<file path="src/rtl/aprc_consts.svh">
// Timing counts and constants for the power and reset control block
`ifndef APRC_CONSTS_SVH
`define APRC_CONSTS_SVH
`define APRC_CLK_PERIOD_NS   25
`define APRC_CLK_MHZ         40
`define APRC_NUM_CH          8
`define APRC_CODE_W          12
`define APRC_STOP_NS         300
`define APRC_MIN_FREQ_MHZ    3
`define APRC_PD_REC_US       500
`define APRC_LONG_REC_US     100
`define APRC_SHORT_REC_US    10
// Longest allowed gap between sample clock edges: longest time rounds down
`define APRC_STOP_CYC        (`APRC_STOP_NS / `APRC_CLK_PERIOD_NS)
// Gap beyond which the clock counts as slower than the floor frequency
`define APRC_SLOW_CYC        (`APRC_CLK_MHZ / `APRC_MIN_FREQ_MHZ)
`define APRC_PD_REC_CYC      (`APRC_PD_REC_US * `APRC_CLK_MHZ)
`define APRC_LONG_REC_CYC    (`APRC_LONG_REC_US * `APRC_CLK_MHZ)
`define APRC_SHORT_REC_CYC   (`APRC_SHORT_REC_US * `APRC_CLK_MHZ)
`define APRC_CFG_RST         8'h00
`endif

</file>
<file path="src/rtl/aprc_pkg.sv">
// Types for the power and reset control block
package aprc_pkg;
	typedef enum logic [3:0] {
		APRC_RUN      = 4'b0001,
		APRC_FULL_PD  = 4'b0010,
		APRC_PART_PD  = 4'b0100,
		APRC_RECOVER  = 4'b1000
	} aprc_state_t;

	typedef struct packed {
		logic       outputs_oe;
		logic       data_valid;
		logic       partial_pd;
		logic       full_pd;
	} aprc_status_t;
endpackage

</file>
<file path="src/rtl/aprc_ctrl.sv">
// Power-state, clock-stop monitor and reset control for an eight-lane converter
//
// Contract
// - Power-down pin high enters full power-down: reference, clock, all channels off.
// - After power-down pin falls, about 500 us before conversion resumes.
// - Each channel may be powered down alone by configuration.
// - Monitor flags partial power-down if sample clock stops over 300 ns or slow.
// - After long clock stop ends, about 100 us to leave partial power-down.
// - After short clock stop, about 10 us recovery, no partial power-down.
// - Reset clears every configuration register to zero.
// - While reset is held, every channel sends an all-zero code.
// - Bit and frame clocks keep toggling during reset.
// - In full power-down all data and clock drivers are high impedance.
`timescale 1ns/1ps
`include "aprc_consts.svh"
module aprc_ctrl #(
	parameter int NUM_CH        = `APRC_NUM_CH,
	parameter int CODE_W        = `APRC_CODE_W,
	parameter int PD_REC_CYC    = `APRC_PD_REC_CYC,
	parameter int LONG_REC_CYC  = `APRC_LONG_REC_CYC,
	parameter int SHORT_REC_CYC = `APRC_SHORT_REC_CYC
) (
	input  wire logic                     core_clk,
	input  wire logic                     rst,
	input  wire logic                     power_down_pin,
	input  wire logic                     sample_clock_in,
	input  wire logic [NUM_CH-1:0]        ch_pd_cfg_wr,
	input  wire logic                     ch_pd_cfg_we,
	input  wire logic [NUM_CH*CODE_W-1:0] conv_codes,
	input  wire logic                     bit_clk_src,
	input  wire logic                     frame_clk_src,
	output logic [NUM_CH*CODE_W-1:0]      lane_codes,
	output logic [NUM_CH-1:0]             lane_oe,
	output logic [NUM_CH-1:0]             ch_pd,
	output logic                          bit_clk_out,
	output logic                          frame_clk_out,
	output logic                          clk_oe,
	output aprc_pkg::aprc_status_t        status
);
	localparam int GAP_W = 8;
	localparam int REC_W = 32;
	localparam logic [GAP_W-1:0] STOP_CYC = GAP_W'(`APRC_STOP_CYC);
	localparam logic [GAP_W-1:0] SLOW_CYC = GAP_W'(`APRC_SLOW_CYC);

	function automatic logic [REC_W-1:0] rec_len(input int cyc);
		rec_len = (cyc < 1) ? REC_W'(1) : REC_W'(cyc);
	endfunction

	aprc_pkg::aprc_state_t state_reg;
	aprc_pkg::aprc_state_t state_next;
	logic [GAP_W-1:0]      gap_reg;
	logic [GAP_W-1:0]      gap_next;
	logic [REC_W-1:0]      rec_reg;
	logic [REC_W-1:0]      rec_next;
	logic                  sclk_prev_reg;
	logic                  stopped_reg;
	logic                  stopped_next;
	logic [NUM_CH-1:0]     ch_pd_reg;
	logic [NUM_CH*CODE_W-1:0] codes_reg;
	logic [NUM_CH-1:0]     lane_oe_reg;
	logic                  clk_oe_reg;
	aprc_pkg::aprc_status_t status_reg;

	// Sample clock taken as a synchronous level; edges counted in core_clk
	wire sclk_edge   = sample_clock_in & ~sclk_prev_reg;
	wire gap_stop    = (gap_reg > STOP_CYC);
	wire gap_slow    = (gap_reg > SLOW_CYC);
	// Slow clock can only be flagged apart from a stop when its period threshold is below the stop one
	wire clk_bad     = gap_stop | gap_slow;
	wire short_stop  = sclk_edge & (gap_reg > 8'h02) & ~gap_stop;
	wire rec_done    = (rec_reg == '0);
	wire in_full_pd  = (state_reg == aprc_pkg::APRC_FULL_PD);

	assign gap_next     = sclk_edge ? '0 : (gap_reg == '1 ? gap_reg : gap_reg + 8'h01);
	// Set wins over the clearing edge, so a late edge still reports the stop
	assign stopped_next = clk_bad | (~sclk_edge & stopped_reg);

	always_comb
	begin
		state_next = state_reg;
		rec_next   = rec_done ? rec_reg : rec_reg - 32'h1;
		unique case (state_reg)
			aprc_pkg::APRC_RUN:
			begin
				if (power_down_pin)
					state_next = aprc_pkg::APRC_FULL_PD;
				else if (clk_bad)
					state_next = aprc_pkg::APRC_PART_PD;
				else if (short_stop)
				begin
					state_next = aprc_pkg::APRC_RECOVER;
					rec_next   = rec_len(SHORT_REC_CYC);
				end
			end
			aprc_pkg::APRC_FULL_PD:
			begin
				if (!power_down_pin)
				begin
					state_next = aprc_pkg::APRC_RECOVER;
					rec_next   = rec_len(PD_REC_CYC);
				end
			end
			aprc_pkg::APRC_PART_PD:
			begin
				if (power_down_pin)
					state_next = aprc_pkg::APRC_FULL_PD;
				else if (sclk_edge)
				begin
					state_next = aprc_pkg::APRC_RECOVER;
					rec_next   = rec_len(LONG_REC_CYC);
				end
			end
			aprc_pkg::APRC_RECOVER:
			begin
				if (power_down_pin)
					state_next = aprc_pkg::APRC_FULL_PD;
				else if (clk_bad)
					state_next = aprc_pkg::APRC_PART_PD;
				else if (rec_done)
					state_next = aprc_pkg::APRC_RUN;
			end
			default:
				state_next = aprc_pkg::APRC_FULL_PD;
		endcase
	end

	// Recovery counter runs on core_clk, independent of the sample clock
	always_ff @(posedge core_clk)
	begin
		if (rst)
		begin
			state_reg     <= aprc_pkg::APRC_RECOVER;
			rec_reg       <= 32'h1;
			gap_reg       <= '0;
			sclk_prev_reg <= 1'b0;
			stopped_reg   <= 1'b0;
		end
		else
		begin
			state_reg     <= state_next;
			rec_reg       <= rec_next;
			gap_reg       <= gap_next;
			sclk_prev_reg <= sample_clock_in;
			stopped_reg   <= stopped_next;
		end
	end

	// Channel power-down configuration, cleared by reset
	always_ff @(posedge core_clk)
	begin
		if (rst)
			ch_pd_reg <= NUM_CH'(`APRC_CFG_RST);
		else if (ch_pd_cfg_we)
			ch_pd_reg <= ch_pd_cfg_wr;
	end

	// Output lanes: zero code in reset, drivers off in full power-down
	always_ff @(posedge core_clk)
	begin
		if (rst)
			codes_reg <= '0;
		else
			codes_reg <= conv_codes;
		lane_oe_reg   <= in_full_pd ? '0 : ~ch_pd_reg;
		clk_oe_reg    <= ~in_full_pd;
		bit_clk_out   <= bit_clk_src;
		frame_clk_out <= frame_clk_src;
	end

	always_ff @(posedge core_clk)
	begin
		if (rst)
			status_reg <= '0;
		else
		begin
			status_reg.full_pd    <= in_full_pd;
			status_reg.partial_pd <= (state_reg == aprc_pkg::APRC_PART_PD) | stopped_reg;
			status_reg.data_valid <= (state_reg == aprc_pkg::APRC_RUN);
			status_reg.outputs_oe <= ~in_full_pd;
		end
	end

	assign lane_codes = codes_reg;
	assign lane_oe    = lane_oe_reg;
	assign ch_pd      = ch_pd_reg;
	assign clk_oe     = clk_oe_reg;
	assign status     = status_reg;

	AST_PD_ENTER: assert property (@(posedge core_clk) disable iff (rst)
		(power_down_pin && state_reg == aprc_pkg::APRC_RUN) |=> in_full_pd)
		else $error("power-down pin did not enter full power-down");
	AST_PD_REC: assert property (@(posedge core_clk) disable iff (rst)
		(in_full_pd && !power_down_pin) |=> (rec_reg == rec_len(PD_REC_CYC)))
		else $error("power-down recovery length wrong");
	AST_CH_PD: assert property (@(posedge core_clk) disable iff (rst)
		ch_pd_cfg_we |=> (ch_pd == $past(ch_pd_cfg_wr)))
		else $error("channel power-down not stored");
	AST_STOP: assert property (@(posedge core_clk) disable iff (rst)
		(gap_stop && !power_down_pin && state_reg == aprc_pkg::APRC_RUN)
		|=> (state_reg == aprc_pkg::APRC_PART_PD))
		else $error("clock stop not detected");
	AST_LONG_REC: assert property (@(posedge core_clk) disable iff (rst)
		(state_reg == aprc_pkg::APRC_PART_PD && sclk_edge && !power_down_pin)
		|=> (rec_reg == rec_len(LONG_REC_CYC)))
		else $error("long stop recovery length wrong");
	AST_SHORT_REC: assert property (@(posedge core_clk) disable iff (rst)
		(state_reg == aprc_pkg::APRC_RUN && short_stop && !power_down_pin)
		|=> (state_reg == aprc_pkg::APRC_RECOVER && rec_reg == rec_len(SHORT_REC_CYC)))
		else $error("short stop recovery wrong");
	AST_RST_CFG: assert property (@(posedge core_clk)
		rst |=> (ch_pd == '0 && lane_codes == '0))
		else $error("reset did not clear configuration and codes");
	AST_CLK_RUN: assert property (@(posedge core_clk)
		rst |=> (bit_clk_out == $past(bit_clk_src)))
		else $error("bit clock blocked by reset");
	AST_FRAME_RUN: assert property (@(posedge core_clk)
		rst |=> (frame_clk_out == $past(frame_clk_src)))
		else $error("frame clock blocked by reset");
	AST_HIZ: assert property (@(posedge core_clk) disable iff (rst)
		in_full_pd |=> (!clk_oe && lane_oe == '0))
		else $error("drivers on in full power-down");
	AST_VALID: assert property (@(posedge core_clk) disable iff (rst)
		(state_reg != aprc_pkg::APRC_RUN) |=> !status.data_valid)
		else $error("data marked valid during recovery");

	COV_FULL_PD: cover property (@(posedge core_clk) disable iff (rst)
		in_full_pd ##1 (state_reg == aprc_pkg::APRC_RECOVER));
	COV_PART_PD: cover property (@(posedge core_clk) disable iff (rst)
		(state_reg == aprc_pkg::APRC_PART_PD) ##1 (state_reg == aprc_pkg::APRC_RECOVER));
	COV_SHORT: cover property (@(posedge core_clk) disable iff (rst)
		short_stop && state_reg == aprc_pkg::APRC_RUN);
	COV_RUN: cover property (@(posedge core_clk) disable iff (rst)
		(state_reg == aprc_pkg::APRC_RECOVER) ##1 (state_reg == aprc_pkg::APRC_RUN));
endmodule

</file>
<file path="config.mk">
export PLATFORM = sky130hd
export DESIGN_NAME = aprc_ctrl
export DESIGN_NICKNAME = d
export VERILOG_FILES = /design/src/rtl/aprc_pkg.sv /design/src/rtl/aprc_ctrl.sv
export VERILOG_INCLUDE_DIRS = /design/src /design/src/rtl
export SDC_FILE = /design/constraint.sdc
export NUM_CORES = 1
export LEC_CHECK = 0
export BUFFER_PORTS_ARGS = -buffer_cell sky130_fd_sc_hd__buf_2
export CAP_MARGIN = 20
export CORE_MARGIN = 2
export CORE_UTILIZATION = 28
export DETAILED_ROUTE_END_ITERATION = 10
export SLEW_MARGIN = 20
export SYNTH_ARGS = -nofsm -noshare
export SYNTH_HDL_FRONTEND = slang
export SYNTH_SLANG_ARGS = --single-unit
</file>
<file path="constraint.sdc">
create_clock -name core_clk -period 2.5 [get_ports core_clk]
set_clock_uncertainty 0.1 [all_clocks]
set_input_delay 0.375 -clock core_clk [delete_from_list [all_inputs] [get_ports core_clk]]
set_output_delay 0.375 -clock core_clk [all_outputs]
set_load 0.03 [all_outputs]
</file>
* Word level (Yosys, flattened, before mapping) *
Cells that the tools add are included.

cells by class
  $add $sub $neg = 2
  magnitude comparators = 3
  equality and inequality tests = 9
  multiplexer cells = 18
  bitwise gates (word level) = 12
  reductions and logical operators = 3

operators by type and width
  kind                     count
  $mux W32                 7
  $pmux W32 S3             1
  $mux W4                  9
  $logic_not A32 Y1        1
  $sub A32 B1 Y32 const B  1
  $gt A8 B4 Y1 const B     2
  $pmux W4 S4              1
  $add A8 B1 Y8 const B    1
  $eq A8 B8 Y1 const B     1
  $gt A8 B2 Y1 const B     1
  $ne A4 B4 Y1 const B     2
  $not A8 Y8               1
  $and A1 B1 Y1            4
  $eq A4 B1 Y1 const B     1
  $eq A4 B2 Y1 const B     1
  $eq A4 B3 Y1 const B     1
  $eq A4 B4 Y1 const B     1
  $not A1 Y1               4
  $reduce_and A4 Y1        1
  $ne A3 B3 Y1 const B     1
  $or A1 B1 Y1             3
  $ne A2 B2 Y1 const B     1
  $reduce_or A2 Y1         1

storage, ports and cells
  register bits = 165
  output and inout port bits = 119
  logic and storage cells = 62

* Depth between registers and ports, before layout *
Gate-level depths: netlist of the first run.

  depth in word-level cells = 8
  depth in mapped cells = 10

* Worst setup path after synthesis of the first run *
Ideal clock, no wire load.

  path type = flip-flop to flip-flop
  start = reg gap_reg[7]
  end = reg rec_reg[3]
  arrival time = 1.799 ns
  path slack = 0.471 ns
  stages on the path, launching flop included = 7
  cells stage by stage = dfxtp_1 or4_1 a31oi_2 nand2_1 nand3_1 buf_2 a21oi_1

on the way
  word-level cells in the longest chain between the ends = 7

RTL lines
  element                                              RTL line                          RTL
  start, declared                                      aprc_ctrl.sv:51                   logic [GAP_W-1:0] gap_reg;
  start signal, assigned                               aprc_ctrl.sv:142                  gap_reg <= gap_next;
  $gt A8 B2 Y1 / $gt A8 B4 Y1 (equally long branches)  aprc_ctrl.sv:70, aprc_ctrl.sv:66
  $and A1 B1 Y1 / $not A1 Y1 (equally long branches)   aprc_ctrl.sv:70                   wire short_stop = sclk_edge & (gap_reg > 8'h02) & ~gap_stop;
  $and A1 B1 Y1                                        aprc_ctrl.sv:70
  $mux W32                                             aprc_ctrl.sv:89                   else if (short_stop)
  $mux W32 (*)                                         aprc_ctrl.sv:87                   else if (clk_bad)
  $mux W32 (*)                                         aprc_ctrl.sv:85                   if (power_down_pin)
  $pmux W32 S3 (*)                                     aprc_ctrl.sv:82                   unique case (state_reg)
  end signal, assigned                                 aprc_ctrl.sv:141                  rec_reg <= rec_next;
  end, declared                                        aprc_ctrl.sv:53                   logic [REC_W-1:0] rec_reg;

Every way passes the cells marked *; elsewhere a longest branch is shown, timed or not.
A chain may end at the register's enable or synchronous reset.

* Worst setup path after layout of the first run *
  start = reg rec_reg[4]
  end = reg rec_reg[24]

on the way
  word-level cells in the longest chain between the ends = 6

RTL lines
  element                                                      RTL line                          RTL
  $sub A32 B1 Y32 / $logic_not A32 Y1 (equally long branches)  aprc_ctrl.sv:81, aprc_ctrl.sv:71
  $mux W32 (*)                                                 aprc_ctrl.sv:81                   rec_next = rec_done ? rec_reg : rec_reg - 32'h1;
  $mux W32                                                     aprc_ctrl.sv:89
  $mux W32                                                     aprc_ctrl.sv:87
  $mux W32                                                     aprc_ctrl.sv:85
  $pmux W32 S3 (*)                                             aprc_ctrl.sv:82

Marks and branches as above.

==> impl_metrics.csv, run 1 <==
group,metric,value,unit
status,status,"completed",
worst_setup_path,reg2reg_slack,250,ps
floorplanning,rows,52,
floorplanning,die_area,21600,um^2
flow_run,maxCapViolations,0,
worst_setup_path,timing.rr.start,"rec_reg[4]",
yosys,synthDistinctLibCells,51,
sta,setup_viol,0,
placement,dp_slack,287,ps
routing,avgViaCountPerCell,4.38,
yosys,async_flop_share,0,
worst_hold_path,hp-class,"input port to register",
sta,slew_headroom,0.432,
routing,firstDrtPassIters,5,
layout,fin_nets,910,
sta,rsz0062_at_grt,"false",
yosys,ys_ff_latch,165,
pwr,power_per_cell_area,1080,nW/um^2
worst_setup_path,cpPeakStageDelay,470,ps
cts,cts_buffers,17,
floorplanning,die-width,147,um
placement,portBuffers,229,
cts,cts_tree,"done",
cts,cts_root_buf,"clkbuf_16",
sta,hold_viol_final,0,
worst_setup_path,path_cells,"nor4_4, nand2_1, nor4_1, or4b_1, a21oi_1",
cts,clock-sinks,165,
layout,diodes,0,
routing,wirelength,14.7,mm
layout,finalCoreUtilization,0.387,
placement,place_congestion,0.796,
pwr,p_total,8.44,mW
layout,final_area,7810,um^2
routing,wl_met3,1.05,mm
layout,area_growth,36.5,%
worst_hold_path,min_to,"lane_codes[0]",
placement,place_hpwl,10.7,mm
yosys,ys.flop_type,"dfxtp_1",
layout,finalNonFillerCells,1076,
sta,period_minus_slack,2250,ps
sta,finalCritPeriodShare,0.898,
sta,finalSetupTns,0,ps
floorplanning,die_h,147,um
global_route,antenna_found_initial,0,
yosys,synthCells,558,
routing,drc,0,
yosys,syn_area,5720,um^2
global_route,grt_pass1_vias,4611,
routing,vias,4717,
worst_setup_path,reg2reg_depth,5,
routing,met1_length,6.33,mm
yosys,synth_edf_count,0,
yosys,ys_warn_count,0,
layout,final_common_cell,"buf_2",
cts,cts_setup_buffers,0,
worst_setup_path,worstSetupPathType,"register to register",
routing,antenna_left,0,
floorplanning,ios,230,
routing,wl_met2,7.19,mm
worst_setup_path,cp.required,2750,ps
placement,placed_cell_area,7190,um^2
floorplanning,core-area,20200,um^2
worst_setup_path,cp-end-kind,"register",
sta,setup_slack,254,ps
global_route,grt_max_degree,82,
global_route,grt_overflow,0,
layout,drive_above_1_share,0.355,
cts,clk_latency,420,ps
floorplanning,initial_utilization,0.283,
layout,largest_reg_flops,96,
worst_setup_path,crit_slowest_cell,"nor4_1",
cts,clock_path_buffers,2,
worst_setup_path,worstReg2RegEnd,"rec_reg[24]",
worst_hold_path,worstHoldStart,"conv_codes[0]",
cts,h-tree-depth,4,
sta,fmax,445,MHz
global_route,grt_pass1_wl,23.4,mm
worst_hold_path,whs_path_depth,2,
routing,drt_iter0_markers,234,
worst_setup_path,arrival,2490,ps
pwr,p_leak,3.52,nW
routing,wl_per_cell,13.7,um
cts,clkTransAtPathRegs,70,ps
sta,hold_slack,55.9,ps
worst_setup_path,start_kind,"register",
layout,final_cell_mix,"buf_2 (228), dfxtp_1 (165), nor2b_1 (101), nor2_1 (43), nand2_1 (27)",
yosys,syn_nets,675,
worst_setup_path,cp_max_fo,6,
pwr,ir_drop,0.000602,V
yosys,yosysSeqAreaShare,0.578,
routing,highest_layer,"met4",
placement,place_inst,1042,
sta,max_slew.worst_pin.slew,852,ps
global_route,grt_use_total,0.136,
sta,report.final.slew_viol_count,0,
yosys,avgSynthCellArea,10.2,um^2
Yosys cell counts (all sizes together) (8+ instances only):
cell type / number / share of area
o21ai: 9 / 0.0079
dfxtp: 165 / 0.58
nand3: 13 / 0.013
nor2: 43 / 0.028
inv: 8 / 0.0053
nor4: 11 / 0.019
nand4: 8 / 0.0088
nand2b: 12 / 0.013
nor3: 13 / 0.011
nand2: 27 / 0.018
or3: 14 / 0.015
clkbuf: 21 / 0.014
mux2i: 18 / 0.032
a21oi: 19 / 0.017
nor2b: 101 / 0.11
worst max-delay path by stage:
| stage | cells past startpoint | start | slack, ps | end |
|---|---|---|---|---|
| after floorplan | 6 | gap_reg[7] | 470 | rec_reg[3] |
| after global placement | 5 | rec_reg[20] | 310 | state_reg[0] |
| after detailed placement | 5 | rec_reg[20] | 290 | rec_reg[5] |
| after CTS | 5 | rec_reg[20] | 240 | state_reg[0] |
| after global routing | 5 | rec_reg[4] | 50 | rec_reg[20] |
| final | 5 | rec_reg[4] | 250 | rec_reg[24] |
repair_timing:
item | 4_1_cts | 5_1_grt
hold buffers | 2 | 0
hold endpoints to repair | 2 | 0
gates resized for setup | 0 | 0
cell families (layout without fill, tap and decap cells):
group | Yosys count | in the layout | synth area share
fa+ha+maj | 6 | 6 | 0.0131
buf+inv | 36 | 284 | 0.0263
xor+xnor | 3 | 3 | 0.00460
mux | 18 | 18 | 0.0315
flops | 165 | 165 | 0.578
compound gates | 62 | 62 | 0.0726
simple gates | 268 | 268 | 0.274
critical path: cells and delay by family (launching register included):
family | cells | cell delay (ps)
and+or+nand+nor | 4 | 1580
DFF | 1 | 340
AOI/OAI and AO/OA | 1 | 140
where the power goes:
part           leakage (nW)  internal (mW)  total [mW]  switching (mW)
combinational          1.86          0.967        2.50            1.54
sequential             1.37           2.99        3.30           0.305
clock                 0.298           1.45        2.63            1.18
cell type report:
class / count / area (um^2)
Multi-Input combinational cell: 357 / 2270
Timing Repair Buffer: 244 / 1270
Inverter: 8 / 30.0
Fill cell: 2046 / 12400
Clock inverter: 14 / 161
Tap cell: 270 / 338
Sequential cell: 165 / 3300
Clock buffer: 18 / 439
per-layer routing:
layer / vias up / GRT usage
met5: - / 0
met4: 0 / 0.0380
met3: 11 / 0.0562
met2: 154 / 0.228
met1: 2166 / 0.162
li1: 2386 / -
(Power assumes the default switching activity.)
==> inputs of run 2 (changes only) <==
Settings changed: BUFFER_PORTS_ARGS -buffer_cell sky130_fd_sc_hd__buf_2 to -buffer_cell sky130_fd_sc_hd__clkbuf_2, GPL_ROUTABILITY_DRIVEN set to 0.
==> run 2 against run 1 <==
  * Non-clock buffer count fell by 1
  * Flip-flop and latch count did not move
  * Final area rose by 0.37%
  * Utilization rose by 0.14 points
  * Fmax rose by 0.82%
  * Via count barely moved
==> impl_metrics.csv, run 2 (synthesis results as in run 1) <==
group,metric,value,unit
layout,final_common_cell,"clkbuf_2",
floorplanning,core-area,20200,um^2
floorplanning,die-width,147,um
global_route,top_usage_layer,"met2",
floorplanning,rows,52,
cts,h-tree-depth,4,
worst_setup_path,reg2reg_slack,270,ps
sta,finalSetupTns,0,ps
worst_setup_path,start_kind,"register",
sta,rsz0062_at_grt,"false",
placement,place_hpwl,10.8,mm
pwr,p_int,5.56,mW
cts,cts_tree,"done",
cts,holdBufCountCts,2,
cts,post_cts_resized,0,
routing,vias,4713,
cts,cts_buffers,17,
floorplanning,ios,230,
layout,final_cell_mix,"clkbuf_2 (228), dfxtp_1 (165), nor2b_1 (101), nor2_1 (43), nand2_1 (27)",
sta,finalCritPeriodShare,0.891,
global_route,grt_max_degree,119,
global_route,grt_pass1_vias,4529,
global_route,grt_pass1_wl,23.3,mm
cts,cts_setup_buffers,0,
pwr,pwr-share-seq,0.388,
worst_hold_path,worstHoldStart,"conv_codes[0]",
routing,firstDrtPassIters,5,
cts,clock-sinks,165,
sta,max_slew.worst_pin.slew,583,ps
status,status,"completed",
floorplanning,die_area,21600,um^2
placement,placed_cell_area,7190,um^2
floorplanning,initial_utilization,0.283,
worst_setup_path,cp_max_fo,9,
flow_run,maxCapViolations,0,
global_route,grt_overflow,0,
pwr,swShare,0.349,
worst_hold_path,hp-class,"input port to register",
layout,fin_nets,909,
cts,clock_path_buffers,2,
pwr,p_leak,3.52,nW
pwr,p_total,8.53,mW
cts,clk_latency,430,ps
sta,fmax,449,MHz
global_route,antenna_found_initial,0,
worst_setup_path,reg2reg_depth,5,
layout,diodes,0,
layout,largest_reg_flops,96,
worst_setup_path,cp.required,2760,ps
sta,hold_viol_final,0,
layout,drive_above_1_share,0.354,
global_route,use_met2,0.230,
pwr,combPwrFrac,0.290,
placement,portBuffers,229,
worst_setup_path,worstReg2RegEnd,"state_reg[0]",
pwr,power_per_cell_area,1090,nW/um^2
pwr,clockPowerShare,0.322,
sta,period_minus_slack,2230,ps
worst_setup_path,timing.rr.start,"rec_reg[20]",
global_route,grt_use_total,0.136,
layout,final_area,7840,um^2
layout,nFillCells,2027,
cts,clkTransAtPathRegs,70,ps
pwr,ir_drop,0.000631,V
worst_setup_path,arrival,2490,ps
cts,cts_root_buf,"clkbuf_16",
sta,slew_headroom,0.608,
worst_setup_path,crit_start,"rec_reg[20]",
routing,drc,0,
routing,wl_per_cell,13.6,um
global_route,use_met1,0.160,
worst_setup_path,cp-end-kind,"register",
global_route,grt.met3_usage,0.0481,
layout,area_growth,37.0,%
worst_setup_path,crit_end,"state_reg[0]",
routing,drt_iter0_markers,305,
routing,antenna_left,0,
routing,avgViaCountPerCell,4.38,
pwr,p_sw,2.98,mW
worst_setup_path,worstSetupPathType,"register to register",
sta,report.final.slew_viol_count,0,
routing,wirelength,14.7,mm
floorplanning,die_h,147,um
sta,setup_viol,0,
## run 2: worst min-delay path by stage
stage,end,slack [ps],cells past startpoint
2_1_floorplan,bit_clk_out,300,0
3_3_place_gp,lane_oe[3],320,1
3_5_place_dp,lane_oe[3],330,1
4_1_cts,lane_codes[0],30,2
5_1_grt,lane_codes[54],40,2
6_report,lane_codes[0],50,2
## run 2: critical path, cell delays in order, from the launching register on
cell and delay [ps]:
dfxtp_1 340, nor3_1 340, nand3_1 310, or3_1 620, o32ai_1 310, and2_1 150
## run 2: area by class of cell
class                   count  area, um^2  share of cell area
inverters                   8        30.0             0.00383
flip-flops and latches    165        3300               0.422
well taps                 270         338              0.0431
clock buffers              20         467              0.0596
repair buffers            243        1270               0.162
clock inverters            12         158              0.0201
multi-input cells         357        2270               0.290
## run 2: stage by stage
stage | instances | setup slack [ps] | hold WS [ps] | util
finish | 1075 | 272 | 49.8 | 0.389
CTS | 1075 | 270 | 32.6 | 0.389
floorplan | 558 | 471 | 303 | -
global placement | 1041 | 311 | 323 | 0.357
detailed placement | 1041 | 268 | 328 | 0.357
global route | 1075 | 33.6 | 40.8 | 0.389
## run 2: power groups by stage
| stage | logic [mW] | registers, mW | clock network (mW) |
|---|---|---|---|
| final | 2.47 | 3.31 | 2.75 |
| after global routing | 2.78 | 3.37 | 2.93 |
| after CTS | 2.49 | 3.31 | 2.82 |
| after detailed placement | 2.48 | 3.36 | 0 |
| after global placement | 2.47 | 3.36 | 0 |
| after floorplan | 1.63 | 3.53 | 0 |
## run 2: per-layer routing
metal,part of all wire,up-vias
met2,0.50,153
met5,0,-
met3,0.070,14
li1,-,2382
met1,0.42,2164
met4,0.013,0
==> inputs of run 3 (changes only) <==
==> constraint.sdc (replaced) <==
create_clock -name core_clk -period 2.5 [get_ports core_clk]
set_clock_uncertainty 0.1 [all_clocks]
set_input_delay 0 -clock core_clk [delete_from_list [all_inputs] [get_ports core_clk]]
set_output_delay 0 -clock core_clk [all_outputs]
set_load 0.03 [all_outputs]
==> run 3 against run 2 <==
  * Final area up 14%
  * Final cell count is 11% higher
  * First-iteration DRC count decreased by 22%
  * Die area unchanged
  * Wire length rose by 10%
  * Clock power shrank 4%
  * Clock-buffer cell count down 3
  * Setup slack barely moved
  * Via count rose by 11%
  * Flip-flop and latch count is the same
  * Sequential power is essentially flat
  * Utilization grew 5.6 points
  * Critical endpoint is now rec_reg[20]
==> impl_metrics.csv, run 3 (synthesis results as in run 1) <==
group,metric,value,unit
status,status,"completed",
worst_setup_path,cp_max_fo,6,
routing,vias,5242,
sta,setup_viol,0,
sta,period_minus_slack,2230,ps
floorplanning,die_area,21600,um^2
floorplanning,core-area,20200,um^2
worst_setup_path,cpPeakStageDelay,470,ps
global_route,grt_pass1_wl,26.3,mm
layout,nFillCells,1946,
layout,area_growth,56.7,%
layout,final_cell_mix,"clkbuf_2 (228), dfxtp_1 (165), dlygate4sd3_1 (117), nor2b_1 (101), nor2_1 (43)",
routing,wl_per_cell,13.6,um
sta,setup_slack,273,ps
floorplanning,initial_utilization,0.283,
floorplanning,die-width,147,um
cts,cts_root_buf,"clkbuf_16",
layout,diodes,0,
routing,drc,0,
worst_setup_path,cp-end-kind,"register",
worst_setup_path,path_delay_family,"simple AND/OR/NAND/NOR gates",
worst_setup_path,path_buf_inv,0,
floorplanning,ios,230,
sta,report.final.slew_viol_count,0,
sta,fmax,449,MHz
cts,clock_path_buffers,2,
routing,avgViaCountPerCell,4.41,
layout,fin_nets,1024,
worst_setup_path,arrival,2480,ps
pwr,p_total,8.59,mW
cts,cts_tree,"done",
worst_setup_path,start_kind,"register",
global_route,grt_max_degree,67,
worst_setup_path,path_cells,"nor4_4, nand2_1, nor4_1, or4b_1, a21oi_1",
worst_hold_path,hp-class,"input port to register",
global_route,grt_use_total,0.152,
floorplanning,rows,52,
cts,clk_latency,420,ps
layout,largest_reg_flops,96,
layout,drive_above_1_share,0.310,
worst_setup_path,worstSetupPathType,"register to register",
placement,portBuffers,229,
sta,hold_viol_final,0,
placement,dp_slack,291,ps
cts,h-tree-depth,4,
cts,clock-sinks,165,
routing,firstDrtPassIters,4,
floorplanning,die_h,147,um
sta,finalCritPeriodShare,0.891,
sta,finalSetupTns,0,ps
worst_setup_path,crit_slowest_cell,"or4b_1",
sta,max_slew.worst_pin.slew,655,ps
layout,final_common_cell,"clkbuf_2",
layout,finalCoreUtilization,0.444,
routing,wirelength,16.2,mm
global_route,grt_overflow,0,
sta,rsz0062_at_grt,"false",
pwr,ir_drop,0.000546,V
sta,slew_headroom,0.564,
worst_setup_path,cp.required,2750,ps
cts,clkTransAtPathRegs,70,ps
flow_run,maxCapViolations,0,
pwr,p_leak,3.98,nW
global_route,grt_pass1_vias,5336,
global_route,antenna_found_initial,0,
pwr,power_per_cell_area,959,nW/um^2
cts,cts_buffers,17,
routing,antenna_left,0,
routing,drt_iter0_markers,238,
placement,place_hpwl,10.7,mm
run 3: report_power, final:
group / total [mW] / switching (mW) / internal (mW) / leakage (nW)
registers: 3.31 / 0.314 / 2.99 / 1.37
clock network: 2.65 / 1.21 / 1.44 / 0.300
logic: 2.64 / 1.55 / 1.08 / 2.31
total: 8.59 / 3.07 / 5.52 / 3.98
run 3: through the flow:
step           instances  hold slack (ps)  area (um^2)
3_5_place_dp        1041             3.90         7180
3_3_place_gp        1041             3.49         7180
4_1_cts             1190             88.8         8960
2_1_floorplan        558            -72.3         5720
6_report            1190              131         8960
5_1_grt             1190              119         8960
run 3: path summary, 6_finish.rpt:
check,from,to,slack [ps],cells after the start
max,rec_reg[4],rec_reg[20],270,5
min,bit_clk_src,bit_clk_out,130,2
max reg2reg,rec_reg[4],rec_reg[20],270,5
min reg2reg,ch_pd[1],lane_oe[1],350,1
run 3: layout make-up:
type	instances	area, um^2	area share
multi-input cells	357	2270	0.253
inverters	8	30.0	0.00335
repair buffers	358	2410	0.269
flip-flops and latches	165	3300	0.369
clock inverters	15	184	0.0205
well taps	270	338	0.0377
clock buffers	17	425	0.0475
run 3: routing by layer:
layer | global-route usage | up-vias | part of all wire
met2 | 0.266 | 157 | 0.51
met1 | 0.171 | 2445 | 0.41
met5 | 0 | - | 0
met4 | 0.0500 | 0 | 0.021
li1 | - | 2617 | -
met3 | 0.0571 | 23 | 0.065
run 3: worst register-to-register path: stages, from the launching register on:
cell and delay, ps:
dfxtp_1 340, nor4_4 400, nand2_1 260, nor4_1 460, or4b_1 470, a21oi_1 150
run 3: what timing repair did:
item	in CTS	in global routing
setup buffers	0	0
resized for setup	0	0
hold buffers	117	0
hold endpoints to repair	118	0
